===== config.mk =====
export PLATFORM = sky130hd
export DESIGN_NAME = vdet_ctrl
export DESIGN_NICKNAME = d
export VERILOG_FILES = /design/src/vdet_pkg.sv /design/src/vdet_sync3.sv /design/src/vdet_evt_irq.sv /design/src/vdet_ctrl.sv
export SDC_FILE = /design/constraint.sdc
export NUM_CORES = 1
export LEC_CHECK = 0
export BUFFER_PORTS_ARGS = -buffer_cell sky130_fd_sc_hd__clkbuf_2
export CORE_AREA = 5 5 68 70
export DETAILED_ROUTE_END_ITERATION = 8
export DIE_AREA = 0 0 73 75
export GPL_TIMING_DRIVEN = 0
export PLACE_DENSITY = 0.77
export SETUP_SLACK_MARGIN = 0.3
export SLEW_MARGIN = 20
export SYNTH_ARGS = -nofsm -noshare
export SYNTH_HDL_FRONTEND = slang
export SYNTH_SLANG_ARGS = --single-unit

===== constraint.sdc =====
create_clock -name clock_i -period 1.63 [get_ports clock_i]
set_input_delay 0.163 -clock clock_i [delete_from_list [all_inputs] [get_ports clock_i]]
set_output_delay 0.163 -clock clock_i [all_outputs]
set_load 0.02 [all_outputs]

===== src/vdet_pkg.sv =====
// shared constants and carrier types of the low-voltage detect controller
// assumes a single 10 MHz clock domain and 8-bit registers on a 32-bit bus
package vdet_pkg;

    // ************************************************
    // register byte offsets on the avalon slave
    // ************************************************
    localparam int unsigned VDET_AW = 6;
    localparam logic [5:0] VDET_OFF_CTRL = 6'h00;   // detector control
    localparam logic [5:0] VDET_OFF_FLAGS = 6'h04;  // peripheral flags b
    localparam logic [5:0] VDET_OFF_ENABLES = 6'h08; // peripheral enables b
    localparam logic [5:0] VDET_OFF_PRIO = 6'h0c;   // peripheral priority b
    localparam logic [5:0] VDET_OFF_CORE = 6'h10;   // core irq control
    localparam logic [5:0] VDET_OFF_EVT_STAT = 6'h14; // sticky status, ro
    localparam logic [5:0] VDET_OFF_EVT_CLR = 6'h18;  // clear, wo
    localparam logic [5:0] VDET_OFF_EVT_EN = 6'h1c;   // event enables

    // ************************************************
    // field positions
    // ************************************************
    localparam int unsigned VDET_STABLE_BIT = 5;  // reference stable, ro
    localparam int unsigned VDET_PWR_BIT = 4;     // detector power enable
    localparam int unsigned VDET_TRIP_MSB = 3;    // trip select 3..0
    localparam int unsigned VDET_LOWV_BIT = 2;    // flag/enable/priority
    localparam int unsigned VDET_GIE_BIT = 7;     // global irq enable
    localparam int unsigned VDET_EVT_TRIP = 0;    // status: trip seen
    localparam int unsigned VDET_EVT_STABLE = 1;  // status: ref settled
    localparam int unsigned VDET_EVT_W = 2;       // status width
    localparam int unsigned VDET_SYNC_W = 2;      // analog inputs synced

    // ************************************************
    // reset values and codes
    // ************************************************
    localparam logic [3:0] VDET_TRIP_RST = 4'h5;      // trip select at reset
    localparam logic [3:0] VDET_TRIP_RESERVED = 4'hf; // unusable code
    localparam logic [7:0] VDET_REG_RST = 8'h00;      // other registers

    // ************************************************
    // carrier types
    // ************************************************
    typedef struct packed {
        logic power_en;       // comparator and divider powered
        logic [3:0] trip_sel; // divider tap
    } vdet_ana_ctrl_t;

    typedef struct packed {
        logic ref_ready;  // internal reference has settled
        logic trip;       // supply at or below the trip point
    } vdet_ana_stat_t;

endpackage


===== src/vdet_sync3.sv =====
// three-stage synchroniser with agreement filter for the analog inputs
// assumes inputs are asynchronous levels from the analog front end
`timescale 1ns/1ps
module vdet_sync3
    import vdet_pkg::*;
(
    input wire logic clock_i,
    input wire logic sys_rst_i,
    input wire logic clk_en_i,
    input wire logic [VDET_SYNC_W-1:0] async_i,
    output logic [VDET_SYNC_W-1:0] level_o
);

    // ************************************************
    // per-bit chain
    // ************************************************
    genvar g;
    generate
        for (g = 0; g < VDET_SYNC_W; g++) begin : g_bit
            logic meta_ff; // first stage, read only by the second
            logic s2_ff;   // second stage
            logic s3_ff;   // third stage
            logic lvl_ff;  // accepted level
            // shift chain, frozen with the clock enable
            always_ff @(posedge clock_i) begin
                if (sys_rst_i) begin
                    meta_ff <= 1'b0;
                    s2_ff <= 1'b0;
                    s3_ff <= 1'b0;
                end else if (clk_en_i) begin
                    meta_ff <= async_i[g];
                    s2_ff <= meta_ff;
                    s3_ff <= s2_ff;
                end
            end
            // change counts only once stages two and three agree
            always_ff @(posedge clock_i) begin
                if (sys_rst_i) begin
                    lvl_ff <= 1'b0;
                end else if (clk_en_i && (s2_ff == s3_ff)) begin
                    lvl_ff <= s3_ff;
                end
            end
            assign level_o[g] = lvl_ff;
        end
    endgenerate

endmodule


===== src/vdet_evt_irq.sv =====
// sticky event status with write-one-to-clear and enable gating
// assumes set and clear pulses come from the same clock domain
`timescale 1ns/1ps
module vdet_evt_irq
    import vdet_pkg::*;
(
    input wire logic clock_i,
    input wire logic sys_rst_i,
    input wire logic clk_en_i,
    input wire logic [VDET_EVT_W-1:0] set_i,
    input wire logic [VDET_EVT_W-1:0] clr_i,
    input wire logic [VDET_EVT_W-1:0] en_i,
    output logic [VDET_EVT_W-1:0] status_o,
    output logic irq_o
);

    // ************************************************
    // sticky bits
    // ************************************************
    genvar g;
    generate
        for (g = 0; g < VDET_EVT_W; g++) begin : g_evt
            logic st_ff; // sticky status bit
            // set wins over a clear in the same cycle
            always_ff @(posedge clock_i) begin
                if (sys_rst_i) begin
                    st_ff <= 1'b0;
                end else if (clk_en_i) begin
                    st_ff <= set_i[g] | (st_ff & ~clr_i[g]);
                end
            end
            assign status_o[g] = st_ff;
        end
    endgenerate

    // level interrupt while any enabled bit is set
    assign irq_o = |(status_o & en_i);

endmodule


===== src/vdet_ctrl.sv =====
// low-voltage detect controller: registers, settle tracking, trip flag
// assumes avalon-mm master on clock_i; analog front end is asynchronous
//
// Contract
// - bit 4 powers comparator and divider
// - bits 3..0 select trip, 1111 reserved
// - bit 5 read-only reference stable flag
// - wait for settle after every enable
// - no interrupt before reference is stable; a flag set by a software write still raises vector_req_o
// - settle taken from analog ready, not count
// - trips during settling are not latched
// - stable enabled trip sets the flag
// - flag with enable requests an interrupt
// - flag, enable, priority at bit 2
// - detector trips wake the core from sleep
// - vector only when global enable set
// - reset returns control register, detector off
//
// The register offsets and register access over Avalon-MM were decided locally.
`timescale 1ns/1ps
module vdet_ctrl
    import vdet_pkg::*;
(
    input wire logic clock_i,
    input wire logic sys_rst_i,
    input wire logic clk_en_i,
    // avalon-mm slave
    input wire logic [VDET_AW-1:0] avs_address_i,
    input wire logic avs_read_i,
    input wire logic avs_write_i,
    input wire logic [31:0] avs_writedata_i,
    input wire logic [3:0] avs_byteenable_i,
    output logic [31:0] avs_readdata_o,
    output logic avs_waitrequest_o,
    // analog front end
    input wire vdet_ana_stat_t ana_stat_i,
    output vdet_ana_ctrl_t ana_ctrl_o,
    // core side
    input wire logic sleep_i,
    output logic wake_o,
    output logic vector_req_o,
    output logic vector_high_prio_o,
    output logic irq_o
);

    // ************************************************
    // state
    // ************************************************
    logic power_en_ff;        // detector power enable
    logic [3:0] trip_sel_ff;  // trip point select
    logic ref_stable_ff;      // reference settled since last enable
    logic ref_wait_low_ff;    // set while powered off; after enable, wait for ready to drop
    logic lowv_flag_ff;       // sticky low-voltage flag
    logic lowv_ie_ff;         // low-voltage irq enable
    logic lowv_ip_ff;         // low-voltage irq priority
    logic gie_ff;             // global irq enable
    logic [VDET_EVT_W-1:0] evt_en_ff; // event enables
    logic ack_ff;             // bus answer cycle
    logic [31:0] rdata_ff;    // registered read data

    logic [VDET_SYNC_W-1:0] ana_sync; // synchronised analog levels
    logic ref_ready_s;        // reference ready, synced
    logic trip_s;             // comparator trip, synced
    logic req;                // bus request present
    logic wr_take;            // write takes effect this edge
    logic [7:0] wbyte;        // write byte lane 0
    logic [7:0] rd_mux;       // selected register value
    logic trip_evt;           // qualified trip this cycle
    logic stable_evt;         // stable flag rises this cycle
    logic [VDET_EVT_W-1:0] evt_set; // event set pulses
    logic [VDET_EVT_W-1:0] evt_clr; // event clear strobes
    logic [VDET_EVT_W-1:0] evt_status; // sticky event status
    logic evt_irq;            // enabled sticky event pending

    // ************************************************
    // input synchronisation
    // ************************************************
    // both analog levels come from outside the clock domain
    vdet_sync3 u_sync (
        .clock_i(clock_i),
        .sys_rst_i(sys_rst_i),
        .clk_en_i(clk_en_i),
        .async_i({ana_stat_i.ref_ready, ana_stat_i.trip}),
        .level_o(ana_sync)
    );
    assign ref_ready_s = ana_sync[1];
    assign trip_s = ana_sync[0];

    // ************************************************
    // avalon handshake
    // ************************************************
    assign req = avs_read_i | avs_write_i;
    // one wait cycle, then the answer; keeps read data registered
    assign avs_waitrequest_o = req & ~ack_ff;
    assign wr_take = clk_en_i & avs_write_i & ack_ff & avs_byteenable_i[0];
    assign wbyte = avs_writedata_i[7:0];
    assign avs_readdata_o = rdata_ff;

    // answer flop toggles on each pending request
    always_ff @(posedge clock_i) begin
        if (sys_rst_i) begin
            ack_ff <= 1'b0;
        end else if (clk_en_i) begin
            ack_ff <= req & ~ack_ff;
        end
    end

    // ************************************************
    // read mux
    // ************************************************
    // bits 7..6 of control and unused flag bits read as zero
    always_comb begin
        rd_mux = 8'h00;
        case (avs_address_i & 6'h3c)
            VDET_OFF_CTRL: begin
                rd_mux[VDET_STABLE_BIT] = ref_stable_ff;
                rd_mux[VDET_PWR_BIT] = power_en_ff;
                rd_mux[VDET_TRIP_MSB:0] = trip_sel_ff;
            end
            VDET_OFF_FLAGS: begin
                rd_mux[VDET_LOWV_BIT] = lowv_flag_ff;
            end
            VDET_OFF_ENABLES: begin
                rd_mux[VDET_LOWV_BIT] = lowv_ie_ff;
            end
            VDET_OFF_PRIO: begin
                rd_mux[VDET_LOWV_BIT] = lowv_ip_ff;
            end
            VDET_OFF_CORE: begin
                rd_mux[VDET_GIE_BIT] = gie_ff;
            end
            VDET_OFF_EVT_STAT: begin
                rd_mux[VDET_EVT_W-1:0] = evt_status;
            end
            VDET_OFF_EVT_EN: begin
                rd_mux[VDET_EVT_W-1:0] = evt_en_ff;
            end
            default: begin
                // clear register and unmapped space read zero
                rd_mux = 8'h00;
            end
        endcase
    end

    // capture in the wait cycle, stands at the answer
    always_ff @(posedge clock_i) begin
        if (sys_rst_i) begin
            rdata_ff <= 32'h00000000;
        end else if (clk_en_i && avs_read_i && !ack_ff) begin
            rdata_ff <= {24'h000000, rd_mux};
        end
    end

    // ************************************************
    // control register
    // ************************************************
    // reset turns the detector off and restores the trip select
    always_ff @(posedge clock_i) begin
        if (sys_rst_i) begin
            power_en_ff <= 1'b0;
            trip_sel_ff <= VDET_TRIP_RST;
        end else if (wr_take && avs_address_i[5:2] == VDET_OFF_CTRL[5:2]) begin
            power_en_ff <= wbyte[VDET_PWR_BIT];
            // reserved code is refused, the old tap stays selected
            if (wbyte[VDET_TRIP_MSB:0] != VDET_TRIP_RESERVED) begin
                trip_sel_ff <= wbyte[VDET_TRIP_MSB:0];
            end
        end
    end

    // drive the analog front end from the control register
    assign ana_ctrl_o.power_en = power_en_ff;
    assign ana_ctrl_o.trip_sel = trip_sel_ff;

    // ************************************************
    // reference settle tracking
    // ************************************************
    // settle time is analog, so no counter;
    // stale ready from before the enable is not trusted
    always_ff @(posedge clock_i) begin
        if (sys_rst_i) begin
            ref_wait_low_ff <= 1'b0;
        end else if (clk_en_i) begin
            if (!power_en_ff) begin
                ref_wait_low_ff <= 1'b1;
            end else if (!ref_ready_s) begin
                ref_wait_low_ff <= 1'b0;
            end
        end
    end

    // stable flag sets on analog ready once powered and re-armed, held until power off
    always_ff @(posedge clock_i) begin
        if (sys_rst_i) begin
            ref_stable_ff <= 1'b0;
        end else if (clk_en_i) begin
            if (!power_en_ff) begin
                ref_stable_ff <= 1'b0;
            end else if (ref_ready_s && !ref_wait_low_ff) begin
                ref_stable_ff <= 1'b1;
            end
        end
    end

    // ************************************************
    // low-voltage flag
    // ************************************************
    // trips are ignored until powered and settled
    assign trip_evt = power_en_ff & ref_stable_ff & trip_s;
    assign stable_evt = power_en_ff & ref_ready_s & ~ref_wait_low_ff
                        & ~ref_stable_ff;

    // sticky; a trip in the cycle of a software clear still sets it
    always_ff @(posedge clock_i) begin
        if (sys_rst_i) begin
            lowv_flag_ff <= 1'b0;
        end else if (clk_en_i) begin
            if (trip_evt) begin
                lowv_flag_ff <= 1'b1;
            end else if (wr_take
                         && avs_address_i[5:2] == VDET_OFF_FLAGS[5:2]) begin
                lowv_flag_ff <= wbyte[VDET_LOWV_BIT];
            end
        end
    end

    // ************************************************
    // enable, priority and global enable
    // ************************************************
    // plain read-write bits at their fixed positions
    always_ff @(posedge clock_i) begin
        if (sys_rst_i) begin
            lowv_ie_ff <= 1'b0;
            lowv_ip_ff <= 1'b0;
            gie_ff <= 1'b0;
        end else if (wr_take) begin
            case (avs_address_i & 6'h3c)
                VDET_OFF_ENABLES: begin
                    lowv_ie_ff <= wbyte[VDET_LOWV_BIT];
                end
                VDET_OFF_PRIO: begin
                    lowv_ip_ff <= wbyte[VDET_LOWV_BIT];
                end
                VDET_OFF_CORE: begin
                    gie_ff <= wbyte[VDET_GIE_BIT];
                end
                default: begin
                    // other offsets leave these bits alone
                    lowv_ie_ff <= lowv_ie_ff;
                end
            endcase
        end
    end

    // event enable register of the sticky status block
    always_ff @(posedge clock_i) begin
        if (sys_rst_i) begin
            evt_en_ff <= '0;
        end else if (wr_take
                     && avs_address_i[5:2] == VDET_OFF_EVT_EN[5:2]) begin
            evt_en_ff <= wbyte[VDET_EVT_W-1:0];
        end
    end

    // ************************************************
    // core interrupt and wake
    // ************************************************
    // a trip sets the flag only once stable; a software write can set it at any time
    assign vector_req_o = lowv_flag_ff & lowv_ie_ff & gie_ff;
    assign vector_high_prio_o = lowv_ip_ff;
    // wake does not need the global enable; core then runs in line
    assign wake_o = sleep_i & lowv_flag_ff & lowv_ie_ff;
    // combinational, so it works with the clock enable low

    // ************************************************
    // sticky event status
    // ************************************************
    assign evt_set[VDET_EVT_TRIP] = trip_evt;
    assign evt_set[VDET_EVT_STABLE] = stable_evt;
    // write-one-to-clear strobe, one per bit
    assign evt_clr = (wr_take
                      && avs_address_i[5:2] == VDET_OFF_EVT_CLR[5:2])
                     ? wbyte[VDET_EVT_W-1:0] : '0;

    vdet_evt_irq u_evt (
        .clock_i(clock_i),
        .sys_rst_i(sys_rst_i),
        .clk_en_i(clk_en_i),
        .set_i(evt_set),
        .clr_i(evt_clr),
        .en_i(evt_en_ff),
        .status_o(evt_status),
        .irq_o(evt_irq)
    );

    // limitation: this line reflects the sticky block, not the flag
    assign irq_o = evt_irq;

endmodule


# After elaboration in Yosys (flattened, before gate mapping)
# Cells that the tools add are included.
[classes] n_eq_ne=12 n_mux=11 bitwise_logic=24 n_reduce_logical=22
[ops] cell="== test 4 x 3 -> 1 bit (second input constant)" n=4
[ops] cell="AND 1 bit" n=15
[ops] cell="AND reduction 2 bit" n=7
[ops] cell="logical AND 1 bit" n=9
[ops] cell="== test 4 x 2 -> 1 bit (second input constant)" n=2
[ops] cell="two-way mux 1 bit" n=7
[ops] cell="logical NOT 6 bit" n=1
[ops] cell="case mux 2 bit (3 select lines)" n=1
[ops] cell="NOT 1 bit" n=5
[ops] cell="== test 4 x 1 -> 1 bit (second input constant)" n=1
[ops] cell="logical NOT 4 bit" n=1
[ops] cell="inequality test 4 bit (second input constant)" n=1
[ops] cell="case mux 1 bit (4 select lines)" n=1
[ops] cell="two-way mux 3 bit" n=1
[ops] cell="OR 1 bit" n=3
[ops] cell="AND 2 bit" n=1
[ops] cell="== test 1 bit" n=2
[ops] cell="logical NOT 1 bit" n=2
[ops] cell="two-way mux 2 bit" n=1
[ops] cell="inequality test 2 x 1 -> 1 bit (second input constant)" n=1
[ops] cell="inequality test 2 bit (second input constant)" n=1
[ops] cell="nonzero test 2 bit" n=1
[ops] cell="OR reduction 2 bit" n=1
[word_totals] reg_bits=31 input_bits=50 output_inout_bits=42 wordCells=90

# Depth between registers and ports, before layout
# Gate-level depths: netlist (run 1).
[depth] word_depth=8 mapped_depth=5

# Hierarchy
# From an unflattened synthesis (run 1), not the netlist that was laid out.
[unflattened] hier_cells=199 area_unflattened_um2=1755.4
[by_module_without_submodules] mod="vdet_ctrl" n_inst=1 cells_per_inst=154 area_each_um2=1290.0 seq_area_each_um2=420.4
[by_module_without_submodules] mod="vdet_sync3" n_inst=1 cells_per_inst=34 area_each_um2=364.1 seq_area_each_um2=160.2
[by_module_without_submodules] mod="vdet_evt_irq" n_inst=1 cells_per_inst=11 area_each_um2=101.3 seq_area_each_um2=40.0

# Worst setup path after synthesis (run 1)
# No wires, ideal clock.
[synth_timing] path_kind="register -> register" start="reg ack_ff" end="reg lowv_ie_ff" arrival_ns=1.098 required_ns=1.558 setup_slack_ns=0.460 stages_incl_launch_ff=4 path_buffers=0 synth_period_minus_slack_ns=1.170 cell_sequence="dfxtp_1 -> nand4_1 -> nor4_1 -> mux2i_1"
[synth_between] elab_chain_cells=3
[synth_rtl] element="start: declaration" line_no="vdet_ctrl.sv:58" text="logic ack_ff;"
[synth_rtl] element="start signal: assignment" line_no="vdet_ctrl.sv:104" text="ack_ff <= req & ~ack_ff;"
[synth_rtl] element="AND 1 bit (2 in series)" line_no="vdet_ctrl.sv:95" text="assign wr_take = clk_en_i & avs_write_i & ack_ff & avs_byteenable_i[0];"
[synth_rtl] element="AND reduction 2 bit (no line)"
[synth_rtl] element="end signal: assignment" line_no="vdet_ctrl.sv:239" text="lowv_ie_ff <= wbyte[VDET_LOWV_BIT];"
[synth_rtl] element="end signal: assignment" line_no="vdet_ctrl.sv:249" text="lowv_ie_ff <= lowv_ie_ff;"
[synth_rtl] element="end: declaration" line_no="vdet_ctrl.sv:54" text="logic lowv_ie_ff;"
# Every way passes these cells.
# A chain may end at the register's enable or synchronous reset.

# Worst setup path after layout (run 1)
# Ends and elaborated chain as after synthesis.

==> flow_summary_export.csv, run 1 <==
group,metric,value,unit
yosys,synthTopCellsByArea,"dfxtp_1, buf_4, mux2i_1, nand2b_1, a21oi_1",
critical_path,cp.required,1.84,ns
routing,vias,1414,
sta,worst_pin_slew,0.506,ns
clocking,htree_levels,2,
critical_path,start_kind,"flip-flop",
final_layout,area_growth,25.2,%
power,p_seq_frac,0.485,
sta,fin_tns_setup,0,ns
sta,skew,0.00747,ns
power,cell_internal_pwr,1170,uW
clocking,clock_sinks,31,
die,die_w,73,um
routing,wl,3.80,mm
clocking,clkLatencyLatePin,0.29,ns
global_routing,track_usage,0.147,
yosys,seq_area_frac_synth,0.376,
final_layout,nets,298,
yosys,synthCells,184,
clocking,clk_transition_reported_paths,0.07,ns
critical_path,arrival,1.43,ns
hold_path,hp-class,"input pin to flip-flop",
placement,gp_congestion,0.857,
sta,grt_setup_unrepaired,"no",
global_routing,grt_pass1_wl,6.04,mm
critical_path,worstPathMaxFanout,8,
clocking,cts_root_buffer,"clkbuf_8",
yosys,ys_types,37,
routing,firstDrtPassIters,5,
yosys,synth_top_area_share,0.376,
sta,min_period_over_period,0.750,
global_routing,busiest_layer,"met2",
placement,portBuffers,32,
status,status,"finished, final reports clean",
power,static-leakage-power,0.000973,uW
yosys,synthAdderAreaFrac,0,
final_layout,n_fill_cell,376,
die,die_y,75,um
die,ios,92,
yosys,ys.flop_type,"dfxtp_1",
clocking,cts_tree,"done",
power,power_frac_comb,0.157,
yosys,synth-seq-cells,31,
sta,relSlewSlack,0.660,
power,p_per_area,778,nW/um2
yosys,synth.avg_cell_area,8.97,um2
critical_path,cp_num_buf_inv,1,
power,peakVddDrop,548,uV
die,die_area,5480,um2
global_routing,grt_max_degree,11,
placement,hpwl,2.95,mm
die,start_util,0.422,
yosys,synth_top_family_by_area,"simple AND/OR/NAND/NOR gates",
yosys,synth_compound_area_frac,0.118,
power,p_sw_frac,0.269,
critical_path,path_delay_family,"simple AND/OR/NAND/NOR gates",
power,p_clk_frac,0.358,
critical_path,crit_chain,"nand4_1 > buf_4 > nor4_2 > mux2i_1",
yosys,ys_warn_count,0,
power,power.switching,433,uW
routing,wl_per_cell,12.7,um
final_layout,stdcell_count,299,
global_routing,grtUsageMet3,0.0507,
critical_path,endpoint_kind,"flip-flop",
yosys,synth-simple-area-share,0.228,
die,core.rowCount,23,
die,core-area,3910,um2
yosys,syn_area,1650,um2
clocking,clockBufferDepth,2,
yosys,synth_top_area_cell,"dfxtp_1",
sta,layout_min_cycle_time,1.22,ns
global_routing,grtUsageMet2,0.237,
global_routing,grt-ovfl-total,0,
routing,ant_nets,0,
final_layout,n_antenna_cell,0,
global_routing,met1_usage,0.178,
routing,drc,0,
routing,detail_route.vias_per_cell,4.73,
sta,setup_viol,0,
sta,maxSlewViolCount,0,
global_routing,grt_pass1_vias,1287,
yosys,async_flop_share,0,
yosys,muxShareOfSynthArea,0.102,
routing,drtIter0Drc,112,
critical_path,slowest_stage,"dfxtp_2",
critical_path,criticalPathCategory,"flip-flop to flip-flop",
yosys,synth-xor-area-share,0,
yosys,synth_edf_count,0,
critical_path,cpPeakStageDelay,0.36,ns
job,maxCapViolCount,0,
global_routing,antenna_found_initial,0,
final_layout,drive_gt1_frac,0.337,
sta,hold_viol,0,
sta,fmax,0.818,GHz
clocking,cts_made_buffers,5,
placement,post-place-cells,290,
-- power by group through the flow --
stage | Combinational [uW] | Clock [uW] | Sequential [uW]
6_report | 253 | 575 | 780
5_1_grt | 277 | 635 | 781
4_1_cts | 250 | 594 | 780
3_5_place_dp | 247 | 0 | 797
3_3_place_gp | 245 | 0 | 796
2_1_floorplan | 189 | 0 | 799
-- worst reg2reg max path, cell delays in order, from the launching register on --
cell	delay (ns)
dfxtp_2	0.36
nand4_1	0.08
buf_4	0.17
nor4_2	0.30
mux2i_1	0.24
-- cell type report --
cell class	instances	area, um2	area share
Buffer	36	270	0.131
Tap cell	50	62.6	0.0303
Sequential cell	31	622	0.301
Multi-Input combinational cell	136	845	0.409
Clock inverter	1	5.00	0.00242
Clock buffer	7	76.3	0.0369
Timing Repair Buffer	33	168	0.0811
Inverter	5	18.8	0.00908
-- sequential cells by signal, indices dropped and copies added, names as in the netlist, 2 cells and up --
signal / flops
u_sync.g_bit.lvl_ff: 2
u_evt.g_evt.st_ff: 2
u_sync.g_bit.s2_ff: 2
u_sync.g_bit.s3_ff: 2
evt_en_ff: 2
avs_readdata_o: 7
u_sync.g_bit.meta_ff: 2
trip_sel_ff: 4
-- metrics by stage --
step / utilization / instance area (um2) / worst slack, ns / hold WS [ns] / total power [uW]
6_report: 0.528 / 2070 / 0.407 / 0.118 / 1610
3_5_place_dp: 0.502 / 1960 / 0.105 / 0.415 / 1040
3_3_place_gp: 0.502 / 1960 / 0.179 / 0.400 / 1040
4_1_cts: 0.526 / 2060 / 0.338 / 0.111 / 1620
5_1_grt: 0.528 / 2070 / 0.343 / 0.130 / 1690
2_1_floorplan: - / 1740 / 0.460 / 0.310 / 987
-- cell usage in the layout, fill, tap and decap left out, types with 5 or more instances in the layout --
cell type / netlist / layout
a21oi_1: 14 / 13
buf_4: 26 / 27
clkbuf_2: 2 / 34
clkbuf_8: 0 / 5
conb_1: 1 / 25
dfxtp_1: 31 / 30
inv_1: 5 / 5
mux2i_1: 12 / 12
nand2_1: 7 / 7
nand2b_1: 12 / 12
nand3_1: 9 / 9
nand4_1: 5 / 5
nor2_1: 13 / 13
-- cells in the mapped netlist (4+ instances only) --
cell type	n
nor2_1	13
nand4_1	5
mux2i_1	12
a21oi_1	14
nand2b_1	12
inv_1	5
buf_6	4
dfxtp_1	31
o21ai_0	4
nand3_1	9
nor3_1	4
buf_4	26
nand2_1	7
-- final timing paths --
| kind | from | to | slack (ns) | cells past startpoint |
|---|---|---|---|---|
| max reg2reg | ack_ff | lowv_ie_ff | 0.41 | 4 |
| min reg2reg | avs_readdata_o[5] | avs_readdata_o[5] | 0.45 | 2 |
| min | avs_writedata_i[4] | power_en_ff | 0.12 | 3 |
| max | ack_ff | lowv_ie_ff | 0.41 | 4 |
-- kinds of logic after synthesis --
family,after synthesis
AOI/OAI and AO/OA,31
buffers and inverters,41
DFF,31
muxes,15
other,1
and+or+nand+nor,65
-- layer usage --
layer  vias up  wire (um)
met1       630       1590
met5         -          0
li1        727          -
met4         0         66
met3         7        307
met2        50       1830
-- what timing repair did --
item / in CTS / in global routing
hold buffers: 0 / 0
setup endpoints to repair: 2 / 11
pin swaps: 1 / 0
gates resized for setup: 1 / 6
cloned: 0 / 0
buffers inserted: 1 / 0
Note: power is estimated with default switching activity, not from simulation.
==> inputs of run 2 (changes only) <==
==> constraint.sdc (replaced) <==
create_clock -name clock_i -period 1.2 [get_ports clock_i]
set_input_delay 0.12 -clock clock_i [delete_from_list [all_inputs] [get_ports clock_i]]
set_output_delay 0.12 -clock clock_i [all_outputs]
set_load 0.02 [all_outputs]
==> run 2 against run 1 <==
- final cell count grew 7.0%
- die area is the same
- first-iteration DRC count shrank 16%
- worst setup slack lost 0.35 ns
- worst hold slack lost 0.056 ns
- clock-buffer cell count shrank 1
- sequential share of layout area shrank 5.8 points
- utilization grew 16 points
- non-clock buffer count grew 22
- total power grew 45%
- wire length grew 18%
- global-route usage grew 0.91 points
- critical path type unchanged
- largest cell class unchanged
==> flow_summary_export.csv, run 2 (synthesized netlist as in run 1, its figures left out) <==
group,metric,value,unit
status,status,"finished, final reports clean",
sta,timing.final.ws_setup,0.0586,ns
global_routing,grt-ovfl-total,0,
sta,layout_min_cycle_time,1.14,ns
critical_path,worstPathMaxFanout,8,
clocking,clkLatencyLatePin,0.29,ns
placement,portBuffers,32,
final_layout,nets,320,
die,core.rowCount,23,
final_layout,final_cell_mix,"buf_4, conb_1, clkbuf_2",
global_routing,grt_max_degree,11,
routing,detail_route.vias_per_cell,4.85,
critical_path,rrSetupSlack,0.06,ns
sta,maxSlewViolCount,0,
die,ios,92,
global_routing,grtUsageMet2,0.276,
critical_path,cp.required,1.42,ns
die,die_w,73,um
power,p_seq_frac,0.450,
final_layout,postLayoutCoreUtil,0.688,
critical_path,endpoint_kind,"flip-flop",
final_layout,layout_commonest_cell,"buf_4",
final_layout,seq_area,654,um2
placement,hpwl,2.94,mm
clocking,clockBufferDepth,2,
sta,grt_setup_unrepaired,"yes",
final_layout,area_growth,63.1,%
clocking,hold_buffers,0,
final_layout,n_antenna_cell,0,
placement,gp_congestion,0.825,
clocking,clock_sinks,31,
job,maxCapViolCount,0,
global_routing,busiest_layer,"met2",
power,p_sw_frac,0.281,
clocking,cts_made_buffers,5,
sta,fin_tns_setup,0,ns
final_layout,largest_reg_flops,7,
sta,worst_pin_slew,0.531,ns
sta,min_period_over_period,0.951,
routing,wl_per_cell,14.0,um
global_routing,antenna_found_initial,0,
power,power_frac_comb,0.185,
sta,hold_viol,0,
power,p_per_area,869,nW/um2
clocking,cts_tree,"done",
critical_path,criticalPathCategory,"flip-flop to flip-flop",
sta,relSlewSlack,0.641,
critical_path,start_kind,"flip-flop",
placement,dpl_worst_slack,-0.183,ns
global_routing,grt_pass1_vias,1449,
die,start_util,0.422,
routing,drc,0,
hold_path,hp-class,"input pin to flip-flop",
power,cell_internal_pwr,1680,uW
routing,drtIter0Drc,94,
clocking,clk_transition_reported_paths,0.07,ns
clocking,cts_root_buffer,"clkbuf_8",
power,peakVddDrop,635,uV
die,core-area,3910,um2
power,power.switching,658,uW
global_routing,grtUsageMet3,0.0547,
die,die_area,5480,um2
global_routing,track_usage,0.156,
power,p_total,2340,uW
routing,ant_nets,0,
clocking,htree_levels,2,
routing,firstDrtPassIters,4,
final_layout,drive_gt1_frac,0.585,
sta,skew,0.0118,ns
global_routing,met1_usage,0.168,
power,p_clk_frac,0.365,
final_layout,n_fill_cell,298,
critical_path,arrival,1.36,ns
sta,fmax,0.876,GHz
routing,wl,4.47,mm
power,static-leakage-power,0.00119,uW
routing,vias,1551,
sta,setup_viol,0,
global_routing,grt_pass1_wl,6.53,mm
final_layout,multiInputGateArea,1050,um2
die,die_y,75,um
[run 2: cell types whose count changed in the layout (fill, tap and decap cells not counted), sizes merged]
cell    delta
buf       +34
clkbuf    -13
[run 2: repair_timing]
action / CTS / global route
gates resized for setup: 79 / 34
setup endpoints to repair: 37 / 37
buffers inserted: 14 / 9
pin swaps: 21 / 9
[run 2: path summary, 6_finish.rpt]
path / depth (start not counted) / startpoint / to
max: 4 / ack_ff / evt_en_ff[1]
min: 3 / avs_writedata_i[4] / power_en_ff
max reg2reg: 4 / ack_ff / evt_en_ff[1]
min reg2reg: 2 / u_sync.g_bit[0].s3_ff / u_sync.g_bit[0].lvl_ff
[run 2: area by class of cell]
class	instances	share of cell area
Timing Repair Buffer	55	0.195
Clock inverter	1	0.00186
Sequential cell	31	0.243
Clock buffer	6	0.0307
Multi-Input combinational cell	136	0.391
Tap cell	50	0.0232
Inverter	5	0.00697
Buffer	36	0.108
[run 2: power groups by stage]
stage	combinational [uW]	clock, uW	sequential, uW
after floorplan	262	0	1090
after global placement	341	0	1080
after detailed placement	343	0	1080
after CTS	389	867	1060
after global routing	461	910	1050
final	431	854	1050
[run 2: worst max-delay path, stage by stage, from the launching register on]
cell     delay (ns)
dfxtp_4        0.36
and4_1         0.20
buf_8          0.14
and3_4         0.19
mux2i_1        0.18
[run 2: through the flow]
stage | std cells | hold slack, ns | instance area [um2]
finish | 320 | 0.0615 | 2690
global route | 320 | 0.0612 | 2690
CTS | 311 | 0.0624 | 2490
detailed placement | 290 | 0.366 | 2010
global placement | 290 | 0.358 | 2010
floorplan | 208 | 0.267 | 1790
[run 2: routing by layer]
metal | vias to the layer above | share of wire
met5 | - | 0
met3 | 12 | 0.068
li1 | 771 | -
met1 | 719 | 0.41
met2 | 49 | 0.49
met4 | 0 | 0.030
